### src/rtl/rcs_pkg.sv
// package for the reader command state machine
package rcs_pkg;
	// register byte addresses (own map, one 32-bit word each)
	localparam logic [7:0] ADDR_CMD = 8'h00;
	localparam logic [7:0] ADDR_FIFO = 8'h04;
	localparam logic [7:0] ADDR_LEVEL = 8'h08;
	localparam logic [7:0] ADDR_FRAMING = 8'h0C;
	localparam logic [7:0] ADDR_MODE = 8'h10;
	localparam logic [7:0] ADDR_RXMODE = 8'h14;
	localparam logic [7:0] ADDR_TEST = 8'h18;
	localparam logic [7:0] ADDR_ERROR = 8'h1C;
	localparam logic [7:0] ADDR_STATUS = 8'h20;
	localparam logic [7:0] ADDR_CRC = 8'h24;
	localparam logic [7:0] ADDR_SPEED = 8'h28;
	localparam logic [7:0] ADDR_ID = 8'h2C;
	// command codes
	localparam logic [3:0] CMD_IDLE = 4'h0;
	localparam logic [3:0] CMD_MEM = 4'h1;
	localparam logic [3:0] CMD_RANDOM_ID = 4'h2;
	localparam logic [3:0] CMD_CRC_CALC = 4'h3;
	localparam logic [3:0] CMD_TRANSMIT = 4'h4;
	localparam logic [3:0] CMD_KEEP = 4'h7;
	localparam logic [3:0] CMD_RECEIVE = 4'h8;
	localparam logic [3:0] CMD_TRANSCEIVE = 4'hC;
	localparam logic [3:0] CMD_CARD_AUTH = 4'hE;
	localparam logic [3:0] CMD_SOFT_RESET = 4'hF;
	// field positions
	localparam int CMD_RCV_OFF_BIT = 5;
	localparam int CMD_PWR_DOWN_BIT = 4;
	localparam int FRAMING_START_SEND_BIT = 7;
	localparam int RXMODE_MULTI_BIT = 2;
	localparam int ERR_WRITE_BIT = 7;
	localparam int ERR_PROTOCOL_BIT = 0;
	localparam int STATUS_CIPHER_BIT = 3;
	// reset values
	localparam logic [7:0] MODE_RESET = 8'h3F;
	localparam logic [7:0] SPEED_RESET = 8'hEB; // 9.6 kBd host rate
	localparam logic [3:0] SELF_TEST_ON = 4'h9;
	localparam logic [15:0] LFSR_SEED = 16'hACE1;
	// sizes
	localparam int BUF_BYTES = 25;
	localparam int RAND_BYTES = 10;
	localparam int AUTH_ARGS = 12;
	localparam int SELF_TEST_BYTES = 4;
	localparam logic [7:0] ID_VALUE = 8'h5A; // arbitrary identity value
	// fifo port to the surrounding datapath
	typedef struct packed {
		logic valid;
		logic [7:0] data;
	} rcs_byte_t;
	typedef enum logic [3:0] {
		ST_IDLE = 4'b0000,
		ST_MEM_IN = 4'b0001,
		ST_MEM_OUT = 4'b0011,
		ST_RAND = 4'b0010,
		ST_CRC = 4'b0110,
		ST_SELF = 4'b0111,
		ST_TX = 4'b0101,
		ST_RX = 4'b0100,
		ST_TRX_WAIT = 4'b1100,
		ST_AUTH_ARG = 4'b1101,
		ST_AUTH_RUN = 4'b1111
	} rcs_state_t;
endpackage

### src/rtl/rcs_core.sv
// command state machine with apb registers, fifo and internal buffer
//
// The implementer's own choices: register access over APB and the register offsets.
`timescale 1ns/100ps
module rcs_core import rcs_pkg::*; #(
	parameter int FIFO_DEPTH = 64
) (
	// clock and control
	input wire logic clk_i,
	input wire logic srst_i,
	input wire logic hard_pd_rst_i,
	input wire logic ce_i,
	// apb slave
	input wire logic psel_i,
	input wire logic penable_i,
	input wire logic pwrite_i,
	input wire logic [7:0] paddr_i,
	input wire logic [31:0] pwdata_i,
	output logic [31:0] prdata_o,
	output logic pready_o,
	output logic pslverr_o,
	// rf datapath
	output rcs_byte_t tx_byte_o,
	input wire logic tx_ready_i,
	input wire rcs_byte_t rx_byte_i,
	input wire logic rx_end_i,
	output logic rx_enable_o,
	output logic receiver_off_o,
	output logic power_down_o,
	// authentication engine
	output logic auth_start_o,
	output logic [7:0] auth_arg_o,
	output logic auth_arg_valid_o,
	input wire logic auth_done_i,
	input wire logic auth_error_i,
	// irq events
	output logic rx_irq_o,
	output logic tx_irq_o,
	output logic idle_irq_o
);
	localparam int PW = $clog2(FIFO_DEPTH + 1);
	localparam int AW = $clog2(FIFO_DEPTH);

	rcs_state_t state_q;
	logic [7:0] fifo_mem [FIFO_DEPTH];
	logic [7:0] buf_mem [BUF_BYTES];
	logic [AW-1:0] rd_q, wr_q;
	logic [PW-1:0] level_q;
	logic [3:0] cmd_q;
	logic rcv_off_q, pwr_down_q, start_send_q, multi_q, wr_err_q, prot_err_q, cipher_q;
	logic [7:0] mode_q, test_q, speed_q;
	logic [15:0] crc_q, lfsr_q;
	logic [4:0] cnt_q;
	logic tx_irq_q, rx_irq_q, idle_irq_q;

	wire apb_wr = psel_i && penable_i && pwrite_i;
	wire apb_rd = psel_i && penable_i && !pwrite_i;
	wire cmd_wr = ce_i && apb_wr && paddr_i == ADDR_CMD;
	wire [3:0] new_cmd = pwdata_i[3:0];
	wire soft_rst = cmd_wr && new_cmd == CMD_SOFT_RESET;
	wire regs_rst = srst_i || soft_rst;
	wire fifo_empty = level_q == '0;
	wire fifo_full = level_q == PW'(FIFO_DEPTH);
	wire auth_busy = state_q == ST_AUTH_ARG || state_q == ST_AUTH_RUN;
	wire fifo_host = ce_i && psel_i && penable_i && paddr_i == ADDR_FIFO;
	wire host_push = fifo_host && pwrite_i && !auth_busy && !fifo_full;
	wire host_pop = fifo_host && !pwrite_i && !auth_busy && !fifo_empty;
	wire new_start = cmd_wr && new_cmd != CMD_KEEP;

	// internal pushes and pops per state
	logic int_pop, int_push;
	logic [7:0] int_data;
	always_comb begin
		int_pop = 1'b0;
		int_push = 1'b0;
		int_data = 8'h00;
		if (ce_i && !new_start) begin
			case (state_q)
				ST_MEM_IN, ST_CRC, ST_AUTH_ARG: int_pop = !fifo_empty;
				ST_TX: int_pop = !fifo_empty && tx_ready_i;
				ST_MEM_OUT: begin
					int_push = !fifo_full;
					int_data = buf_mem[cnt_q];
				end
				ST_SELF: begin
					int_push = !fifo_full && cnt_q < 5'(SELF_TEST_BYTES);
					int_data = cnt_q[0] ? crc_q[15:8] : crc_q[7:0];
				end
				ST_RX: begin
					int_push = rx_byte_i.valid && !fifo_full;
					int_data = rx_byte_i.data;
				end
				default: ;
			endcase
		end
	end
	wire do_pop = host_pop || int_pop;
	wire do_push = host_push || int_push;

	// fifo storage; cleared by srst_i or the soft reset command, never when any other command starts
	always_ff @(posedge clk_i) begin
		if (regs_rst) begin
			rd_q <= '0;
			wr_q <= '0;
			level_q <= '0;
		end else if (ce_i) begin
			if (do_push) begin
				fifo_mem[wr_q] <= host_push ? pwdata_i[7:0] : int_data;
				wr_q <= wr_q == AW'(FIFO_DEPTH - 1) ? '0 : wr_q + 1'b1;
			end
			if (do_pop)
				rd_q <= rd_q == AW'(FIFO_DEPTH - 1) ? '0 : rd_q + 1'b1;
			level_q <= level_q + PW'(do_push) - PW'(do_pop);
		end
	end
	wire [7:0] fifo_head = fifo_mem[rd_q];

	// internal buffer: no reset of any kind touches it
	always_ff @(posedge clk_i) begin
		if (ce_i && int_pop && state_q == ST_MEM_IN && !new_start)
			buf_mem[cnt_q] <= fifo_head;
		if (ce_i && state_q == ST_RAND)
			buf_mem[cnt_q] <= lfsr_q[7:0];
	end

	// free running random source
	always_ff @(posedge clk_i) begin
		if (srst_i)
			lfsr_q <= LFSR_SEED;
		else if (ce_i)
			lfsr_q <= {lfsr_q[14:0], lfsr_q[15] ^ lfsr_q[13] ^ lfsr_q[12] ^ lfsr_q[10]};
	end

	// command state machine
	always_ff @(posedge clk_i) begin
		if (regs_rst) begin
			state_q <= ST_IDLE;
			cnt_q <= '0;
			cmd_q <= CMD_IDLE;
		end else if (ce_i) begin
			if (new_start) begin
				cmd_q <= new_cmd;
				cnt_q <= '0;
				case (new_cmd)
					CMD_IDLE: state_q <= ST_IDLE;
					CMD_MEM: state_q <= fifo_empty ? ST_MEM_OUT : ST_MEM_IN;
					CMD_RANDOM_ID: state_q <= ST_RAND;
					CMD_CRC_CALC:
						state_q <= test_q[3:0] == SELF_TEST_ON ? ST_SELF : ST_CRC;
					CMD_TRANSMIT: state_q <= ST_TX;
					CMD_RECEIVE: state_q <= ST_RX;
					CMD_TRANSCEIVE: state_q <= ST_TRX_WAIT;
					CMD_CARD_AUTH: state_q <= ST_AUTH_ARG;
					default: state_q <= ST_IDLE;
				endcase
			end else begin
				case (state_q)
					ST_MEM_IN: if (int_pop) begin
						cnt_q <= cnt_q + 1'b1;
						if (cnt_q == 5'(BUF_BYTES - 1)) begin
							state_q <= ST_IDLE;
							cmd_q <= CMD_IDLE;
						end
					end
					ST_MEM_OUT: if (int_push) begin
						cnt_q <= cnt_q + 1'b1;
						if (cnt_q == 5'(BUF_BYTES - 1)) begin
							state_q <= ST_IDLE;
							cmd_q <= CMD_IDLE;
						end
					end
					ST_RAND: begin
						cnt_q <= cnt_q + 1'b1;
						if (cnt_q == 5'(RAND_BYTES - 1)) begin
							state_q <= ST_IDLE;
							cmd_q <= CMD_IDLE;
						end
					end
					ST_SELF: if (int_push) begin
						cnt_q <= cnt_q + 1'b1;
						// no crc drain here, or the result would be eaten
					end
					ST_TX: if (fifo_empty) begin
						if (cmd_q == CMD_TRANSCEIVE) begin
							state_q <= ST_RX;
						end else begin
							state_q <= ST_IDLE;
							cmd_q <= CMD_IDLE;
						end
					end
					ST_TRX_WAIT: if (start_send_q)
						state_q <= ST_TX;
					ST_RX: if (rx_end_i && !multi_q) begin
						if (cmd_q == CMD_TRANSCEIVE) begin
							state_q <= ST_TRX_WAIT;
						end else begin
							state_q <= ST_IDLE;
							cmd_q <= CMD_IDLE;
						end
					end
					ST_AUTH_ARG: if (int_pop) begin
						cnt_q <= cnt_q + 1'b1;
						if (cnt_q == 5'(AUTH_ARGS - 1))
							state_q <= ST_AUTH_RUN;
					end
					ST_AUTH_RUN: if (auth_done_i || auth_error_i) begin
						state_q <= ST_IDLE;
						cmd_q <= CMD_IDLE;
					end
					default: ;
				endcase
			end
		end
	end

	// crc unit, ccitt polynomial, preset from mode register
	function automatic logic [15:0] crc_step(input logic [15:0] c, input logic [7:0] d);
		logic [15:0] r;
		r = c;
		for (int i = 0; i < 8; i++)
			r = (r[0] ^ d[i]) ? ((r >> 1) ^ 16'h8408) : (r >> 1);
		return r;
	endfunction
	always_ff @(posedge clk_i) begin
		if (regs_rst)
			crc_q <= '0;
		else if (ce_i) begin
			if (new_start && new_cmd == CMD_CRC_CALC) begin
				case (mode_q[1:0])
					2'b00: crc_q <= 16'h0000;
					2'b01: crc_q <= 16'h6363;
					2'b10: crc_q <= 16'hA671;
					default: crc_q <= 16'hFFFF;
				endcase
			end else if (int_pop && state_q == ST_CRC)
				crc_q <= crc_step(crc_q, fifo_head);
		end
	end

	// control registers
	always_ff @(posedge clk_i) begin
		if (regs_rst) begin
			rcv_off_q <= 1'b0;
			pwr_down_q <= 1'b0;
			start_send_q <= 1'b0;
			multi_q <= 1'b0;
			mode_q <= MODE_RESET;
			test_q <= '0;
			speed_q <= SPEED_RESET;
		end else if (ce_i) begin
			if (cmd_wr) begin
				rcv_off_q <= pwdata_i[CMD_RCV_OFF_BIT];
				pwr_down_q <= pwdata_i[CMD_PWR_DOWN_BIT];
			end
			if (apb_wr && paddr_i == ADDR_FRAMING)
				start_send_q <= pwdata_i[FRAMING_START_SEND_BIT];
			else if (state_q == ST_TRX_WAIT && start_send_q)
				start_send_q <= 1'b0; // consumed by one send
			if (apb_wr && paddr_i == ADDR_RXMODE)
				multi_q <= pwdata_i[RXMODE_MULTI_BIT];
			if (apb_wr && paddr_i == ADDR_MODE)
				mode_q <= pwdata_i[7:0];
			if (apb_wr && paddr_i == ADDR_TEST)
				test_q <= pwdata_i[7:0];
			if (apb_wr && paddr_i == ADDR_SPEED)
				speed_q <= pwdata_i[7:0];
		end
	end

	// error and status flags; hardware set wins over software clear
	wire auth_fifo_hit = fifo_host && auth_busy;
	wire err_clr = ce_i && apb_wr && paddr_i == ADDR_ERROR;
	wire auth_fail = ce_i && state_q == ST_AUTH_RUN && auth_error_i && !new_start;
	wire auth_ok = ce_i && state_q == ST_AUTH_RUN && auth_done_i && !new_start;
	always_ff @(posedge clk_i) begin
		if (regs_rst) begin
			wr_err_q <= 1'b0;
			prot_err_q <= 1'b0;
			cipher_q <= 1'b0;
		end else if (ce_i) begin
			if (auth_fifo_hit)
				wr_err_q <= 1'b1;
			else if (err_clr && pwdata_i[ERR_WRITE_BIT])
				wr_err_q <= 1'b0;
			if (auth_fail)
				prot_err_q <= 1'b1;
			else if (err_clr && pwdata_i[ERR_PROTOCOL_BIT])
				prot_err_q <= 1'b0;
			if (auth_fail)
				cipher_q <= 1'b0;
			else if (auth_ok)
				cipher_q <= 1'b1;
			else if (apb_wr && paddr_i == ADDR_STATUS && !pwdata_i[STATUS_CIPHER_BIT])
				cipher_q <= 1'b0;
		end
	end

	// irq event pulses; rx and tx blocked while authenticating
	always_ff @(posedge clk_i) begin
		if (regs_rst) begin
			tx_irq_q <= 1'b0;
			rx_irq_q <= 1'b0;
			idle_irq_q <= 1'b0;
		end else if (ce_i) begin
			tx_irq_q <= !auth_busy && state_q == ST_TX && fifo_empty && !new_start;
			rx_irq_q <= !auth_busy && state_q == ST_RX && rx_end_i && !new_start;
			idle_irq_q <= state_q != ST_IDLE && cmd_q != CMD_IDLE && !new_start
				&& ((state_q == ST_RX && rx_end_i && !multi_q && cmd_q == CMD_RECEIVE)
				|| auth_ok || auth_fail || (state_q == ST_TX && fifo_empty
				&& cmd_q == CMD_TRANSMIT));
		end
	end

	// apb read mux, zero wait state
	always_comb begin
		prdata_o = 32'h0000_0000;
		pslverr_o = 1'b0;
		case (paddr_i)
			ADDR_CMD: prdata_o[7:0] = {2'b00, rcv_off_q, pwr_down_q, cmd_q};
			ADDR_FIFO: prdata_o[7:0] = auth_busy ? 8'h00 : fifo_head;
			ADDR_LEVEL: prdata_o[PW-1:0] = level_q;
			ADDR_FRAMING: prdata_o[FRAMING_START_SEND_BIT] = start_send_q;
			ADDR_MODE: prdata_o[7:0] = mode_q;
			ADDR_RXMODE: prdata_o[RXMODE_MULTI_BIT] = multi_q;
			ADDR_TEST: prdata_o[7:0] = test_q;
			ADDR_ERROR: begin
				prdata_o[ERR_WRITE_BIT] = wr_err_q;
				prdata_o[ERR_PROTOCOL_BIT] = prot_err_q;
			end
			ADDR_STATUS: prdata_o[STATUS_CIPHER_BIT] = cipher_q;
			ADDR_CRC: prdata_o[15:0] = crc_q;
			ADDR_SPEED: prdata_o[7:0] = speed_q;
			ADDR_ID: prdata_o[7:0] = ID_VALUE;
			default: pslverr_o = psel_i && penable_i;
		endcase
		if (!apb_rd)
			prdata_o = 32'h0000_0000;
	end
	assign pready_o = 1'b1;

	// datapath outputs
	assign tx_byte_o.valid = state_q == ST_TX && !fifo_empty && ce_i;
	assign tx_byte_o.data = fifo_head;
	assign rx_enable_o = state_q == ST_RX && !rcv_off_q;
	assign receiver_off_o = rcv_off_q;
	assign power_down_o = pwr_down_q;
	assign auth_arg_o = fifo_head;
	assign auth_arg_valid_o = state_q == ST_AUTH_ARG && int_pop;
	assign auth_start_o = state_q == ST_AUTH_ARG && int_pop && cnt_q == 5'(AUTH_ARGS - 1);
	assign rx_irq_o = rx_irq_q;
	assign tx_irq_o = tx_irq_q;
	assign idle_irq_o = idle_irq_q;
	wire unused_hard = hard_pd_rst_i; // buffer deliberately ignores hard reset
endmodule

### config.mk
export PLATFORM = sky130hd
export DESIGN_NAME = rcs_core
export DESIGN_NICKNAME = d
export VERILOG_FILES = /design/src/rtl/rcs_pkg.sv /design/src/rtl/rcs_core.sv
export SDC_FILE = /design/constraint.sdc
export NUM_CORES = 1
export LEC_CHECK = 0
export BUFFER_PORTS_ARGS = -buffer_cell sky130_fd_sc_hd__buf_2
export CORE_ASPECT_RATIO = 0.6
export CORE_UTILIZATION = 50
export DETAILED_ROUTE_END_ITERATION = 10
export GPL_ROUTABILITY_DRIVEN = 0
export PLACE_DENSITY = 0.68
export SYNTH_ARGS = -nofsm -noshare
export SYNTH_HDL_FRONTEND = slang
export SYNTH_SLANG_ARGS = --single-unit
### constraint.sdc
create_clock -name clk_i -period 5.9 [get_ports clk_i]
set_input_delay 0 -clock clk_i [delete_from_list [all_inputs] [get_ports clk_i]]
set_output_delay 0 -clock clk_i [all_outputs]
set_load 0.02 [all_outputs]
* Word level (Yosys, flattened, before mapping)
Memories as Yosys holds them, arrays and structs flattened. A register that Yosys moved wholly into a read port is not among the register bits.
Index checks and enable logic that the tools add are counted.
** Operators by class
- Add/subtract/negate cells :: 5
- Order comparisons :: 1
- Eq/ne operators :: 53
- Multiplexer cells :: 82
- Bitwise gates (word level) :: 20
- Reductions and logical operators :: 111
** Operator list (count)
- $mux 16 :: 11
- $mux 4 :: 19
- $logic_and 1x1->1 :: 63
- $mux 8 :: 6
- $pmux 16 s3 :: 1
- $eq 4x4->1 const B :: 10
- $eq 8x5->1 const B :: 4
- $eq 8x6->1 const B :: 4
- $pmux 4 s8 :: 1
- $pmux 4 s7 :: 1
- $mux 5 :: 5
- $eq 4x3->1 const B :: 6
- $mux 6 :: 4
- $not 2->3 :: 8
- $pmux 1 s8 :: 3
- $pmux 3 s8 :: 1
- $pmux 4 s6 :: 1
- $pmux 8 s3 :: 1
- $reduce_and 2->1 :: 12
- $mux 1 :: 21
- $ne 3x3->1 const B :: 6
- $eq 4x2->1 const B :: 4
- $eq 8x4->1 const B :: 2
- $pmux 5 s3 :: 1
- 40 further kinds :: 77
** Storage, ports and cells
- Register bits after elaboration :: 98
- Bits in writable memories :: 712
- Input bits :: 60
- Output and inout bits :: 59
- Memories kept :: 2
** Memories
- fifo_mem :: words 64, bits a word 8, rd ports 1, clocked after memory_dff 1, write ports 1, line rcs_core.sv:45 : logic [7:0] fifo_mem [FIFO_DEPTH];
- buf_mem :: words 25, bits a word 8, rd ports 1, clocked after memory_dff 1, write ports 1, line rcs_core.sv:46 : logic [7:0] buf_mem [BUF_BYTES];

* Longest topological paths before layout
- Word-level depth :: 18
- Gate-level depth with buffers :: 21
- Depth with buffers taken out :: 19

* Worst setup path after synthesis
No wires, ideal clock.
- Kind :: reg-to-reg
- From :: register with a tool-made name
- To :: memory fifo_mem[0][0] (data pin)
- Arrival :: 4.649 ns
- Data required time :: 5.198 ns
- Slack :: 0.549 ns
- Stages on the path, launching flop included :: 8
- Path buffers :: 2
- Period minus slack after synthesis :: 5.351 ns
- Cell sequence :: dfxtp_1 buf_1 buf_1 mux4_2 mux2_2 mux4_2 a222oi_1 o21ai_0
** RTL lines (line)
- end: declaration :: rcs_core.sv:45

==> metrics <==
status=completed; Sink Count=821; layout net count=2281; DP Area=35800 um2; critical path endpoint category=primary output; number of synthesized flops with an enable pin=712; worst hold path type=input port to flip-flop; max_cap viols=0; First-pass DRT Iterations=9; remaining global-route overflow=0; Peak Freq=206 MHz; area share of the largest cell type after synthesis=0.619; port bufs=76; Die Wd=341 um; Post-CTS Hold Fix Bufs=27; CTS resizes=0; 1st-iter DRT viols=3158; Ports=119; core area=68100 um2; Leak Pwr=13.2 nW; top area cells in the synthesized netlist=edfxtp_1 62%, mux4_2 12%, dfxtp_1 6.3%, nor2_1 2.1%, mux2i_1 2.0%; Netlist cell types=82; Syn Area/Cell=16.3 um2; post-synthesis sequential area ratio=0.683; post-route minimum period=4.85 ns; CTS buffer count=75; dpl ws=1.41 ns; initial antenna violation count=2; count leader, synth=edfxtp_1; first-pass GRT wire length=129 mm; slowest CP cell=mux2i_1; Core Util, Final=0.564; # fillers=5207; Max Clock Skew=0.0218 ns; HPWL Detailed=57.6 mm; FF+latch count, synth=821; DIE AREA=70100 um2; pin count of the biggest net entering global routing=65; DR vias=20419; maximum VDD drop=200 uV; H-tree levels=3; power per standard cell area=291 nW/um2; CTS tree=built; final setup margin=1.05 ns; Register-to-Register Path Depth=20; vias in the first global route=19229; cell taking the most area after synthesis=edfxtp_1; synthesis-to-layout area growth=11.3%; worst-path fanout max=30; Top Family by Delay on Critical Path=multiplexers; setup TNS=0 ns; Final Non-Filler Cells=3180; CP Cell Sequence=buf_4, mux4_2, mux2i_1, mux4_2, mux2i_1, buf_4, a221oi_1, nor4b_1, buf_2; drt drc=0; WL final=88.8 mm; Final setup violation count=0; Clock Tree Root=clkbuf_16; max incr delay on CP=0.92 ns; Cell Count Post-Placement=3013; Vias/cell=6.42; Clk Latency, worst-skew pair=0.63 ns; worst path required time=5.90 ns; FP Rows=74; CTS clk-pin slew, worst paths=0.06 ns; number of routed nets with antenna violations=0; unrepaired setup endpoints after global routing=false; stages on the worst setup path=9; area of the mapped netlist=34500 um2; CP Class=flip-flop to primary output; Initial Util=0.506; Max Slew Vio Count=0; synth cell count leaders=712 x edfxtp_1, 196 x nor2_1, 189 x mux4_2; GRT Overall Usage=0.254; WL per Instance=27.9 um; Worst setup SP type=flip-flop; Crit path buffers/inverters=3; DIE HEIGHT=206 um; Final Cycle Share=0.822; Post-Synthesis Cells=2114; Top FF cell, synth=edfxtp_1; asr flop ratio synth=0; slew margin rel.=0.0968; fin area=38400 um2; worst hold slack=0.0565 ns; clk buf depth=3; Critical Path AT=4.85 ns; Worst Max-Slew Pin Slew=1.34 ns; number of synthesis warnings=0; proportion of layout cells with a drive suffix above 1=0.215; number of setup buffers added after CTS=0; Final Hold Viols=0; Worst Hold Path Cells=7; Power Total=11.2 mW
[worst register-to-register path, delay by kind of cell (launching register included)]
family	cells	cell delay, ns
adders and majority gates	4	1.14
xor gates and xnor gates	1	0.15
AOI/OAI and AO/OA	5	1.08
buffers and inverters	4	0.48
and+or+nand+nor	6	1.31
DFF	1	0.36
[report_power, final]
part | internal [mW] | total [mW] | switching (mW)
clock network | 2.63 | 4.75 | 2.12
logic | 0.0738 | 0.198 | 0.124
registers | 6.22 | 6.24 | 0.0192
[routing by layer]
metal	vias up	wire length, um	track usage
met3	139	11700	0.0770
met5	-	0	0
met2	1316	36600	0.339
met1	10456	38800	0.403
li1	8508	-	-
met4	0	1730	0.0581
[cell families after synthesis]
family / Yosys count / share of synthesized area
other: 2 / 0.000218
XOR/XNOR: 38 / 0.0105
multiplexers: 301 / 0.157
AO/OA/AOI/OAI: 238 / 0.0477
AND/OR/NAND/NOR: 523 / 0.0705
adder cells (fa/ha/maj): 16 / 0.00602
flip-flops: 821 / 0.683
buffers and inverters: 175 / 0.0250
[placed cells by master, fill, tap and decap left out, types with 13 or more instances in the layout]
master	count
edfxtp_1	712
nor2_1	196
mux4_2	189
nand2_1	132
dfxtp_1	104
clkbuf_16	77
buf_2	76
mux2i_1	69
a21oi_1	56
nand3_1	54
o21ai_0	44
mux2_2	43
buf_4	40
dlygate4sd3_1	27
inv_1	24
clkinv_1	21
and2_1	20
a22oi_1	20
nor3_1	20
xnor2_1	20
conb_1	17
clkbuf_1	16
a222oi_1	15
xor2_1	15
ha_1	15
nand4_1	14
nor2b_1	13
[path summary, 6_finish.rpt]
kind / slack [ns] / startpoint / to
worst max-delay path: 1.05 / flip-flop / prdata_o[7]
worst min-delay path: 0.06 / paddr_i[7] / multi_q$_SDFFE_PP0P_
worst max register to register: 1.26 / level_q[3]$_SDFFE_PP0P_ / level_q[6]$_SDFFE_PP0P_
worst min register to register: 0.47 / lfsr_q[11]$_SDFFE_PP1P_ / lfsr_q[11]$_SDFFE_PP1P_
[state kept, by name, indices dropped and copies added (netlist names), 4 cells and up, named ones only]
register and cells:
buf_mem 200, speed_q 8, cnt_q 5, level_q 7
fifo_mem 512, lfsr_q 16, crc_q 16, state_q 4
wr_q 6, rd_q 6, mode_q 8, test_q 8
cmd_q 4
[final cells by class]
cell class | count | area [um2] | area share
Antenna cell | 3 | 7.51 | 0.000195
Clock buffer | 94 | 2000 | 0.0521
Clock inverter | 43 | 338 | 0.00879
Inverter | 28 | 105 | 0.00273
Multi-Input combinational cell | 1133 | 10200 | 0.267
Sequential cell | 821 | 23600 | 0.613
Tap cell | 912 | 1140 | 0.0297
Timing Repair Buffer | 146 | 1010 | 0.0263
(Power assumes the default switching activity.)
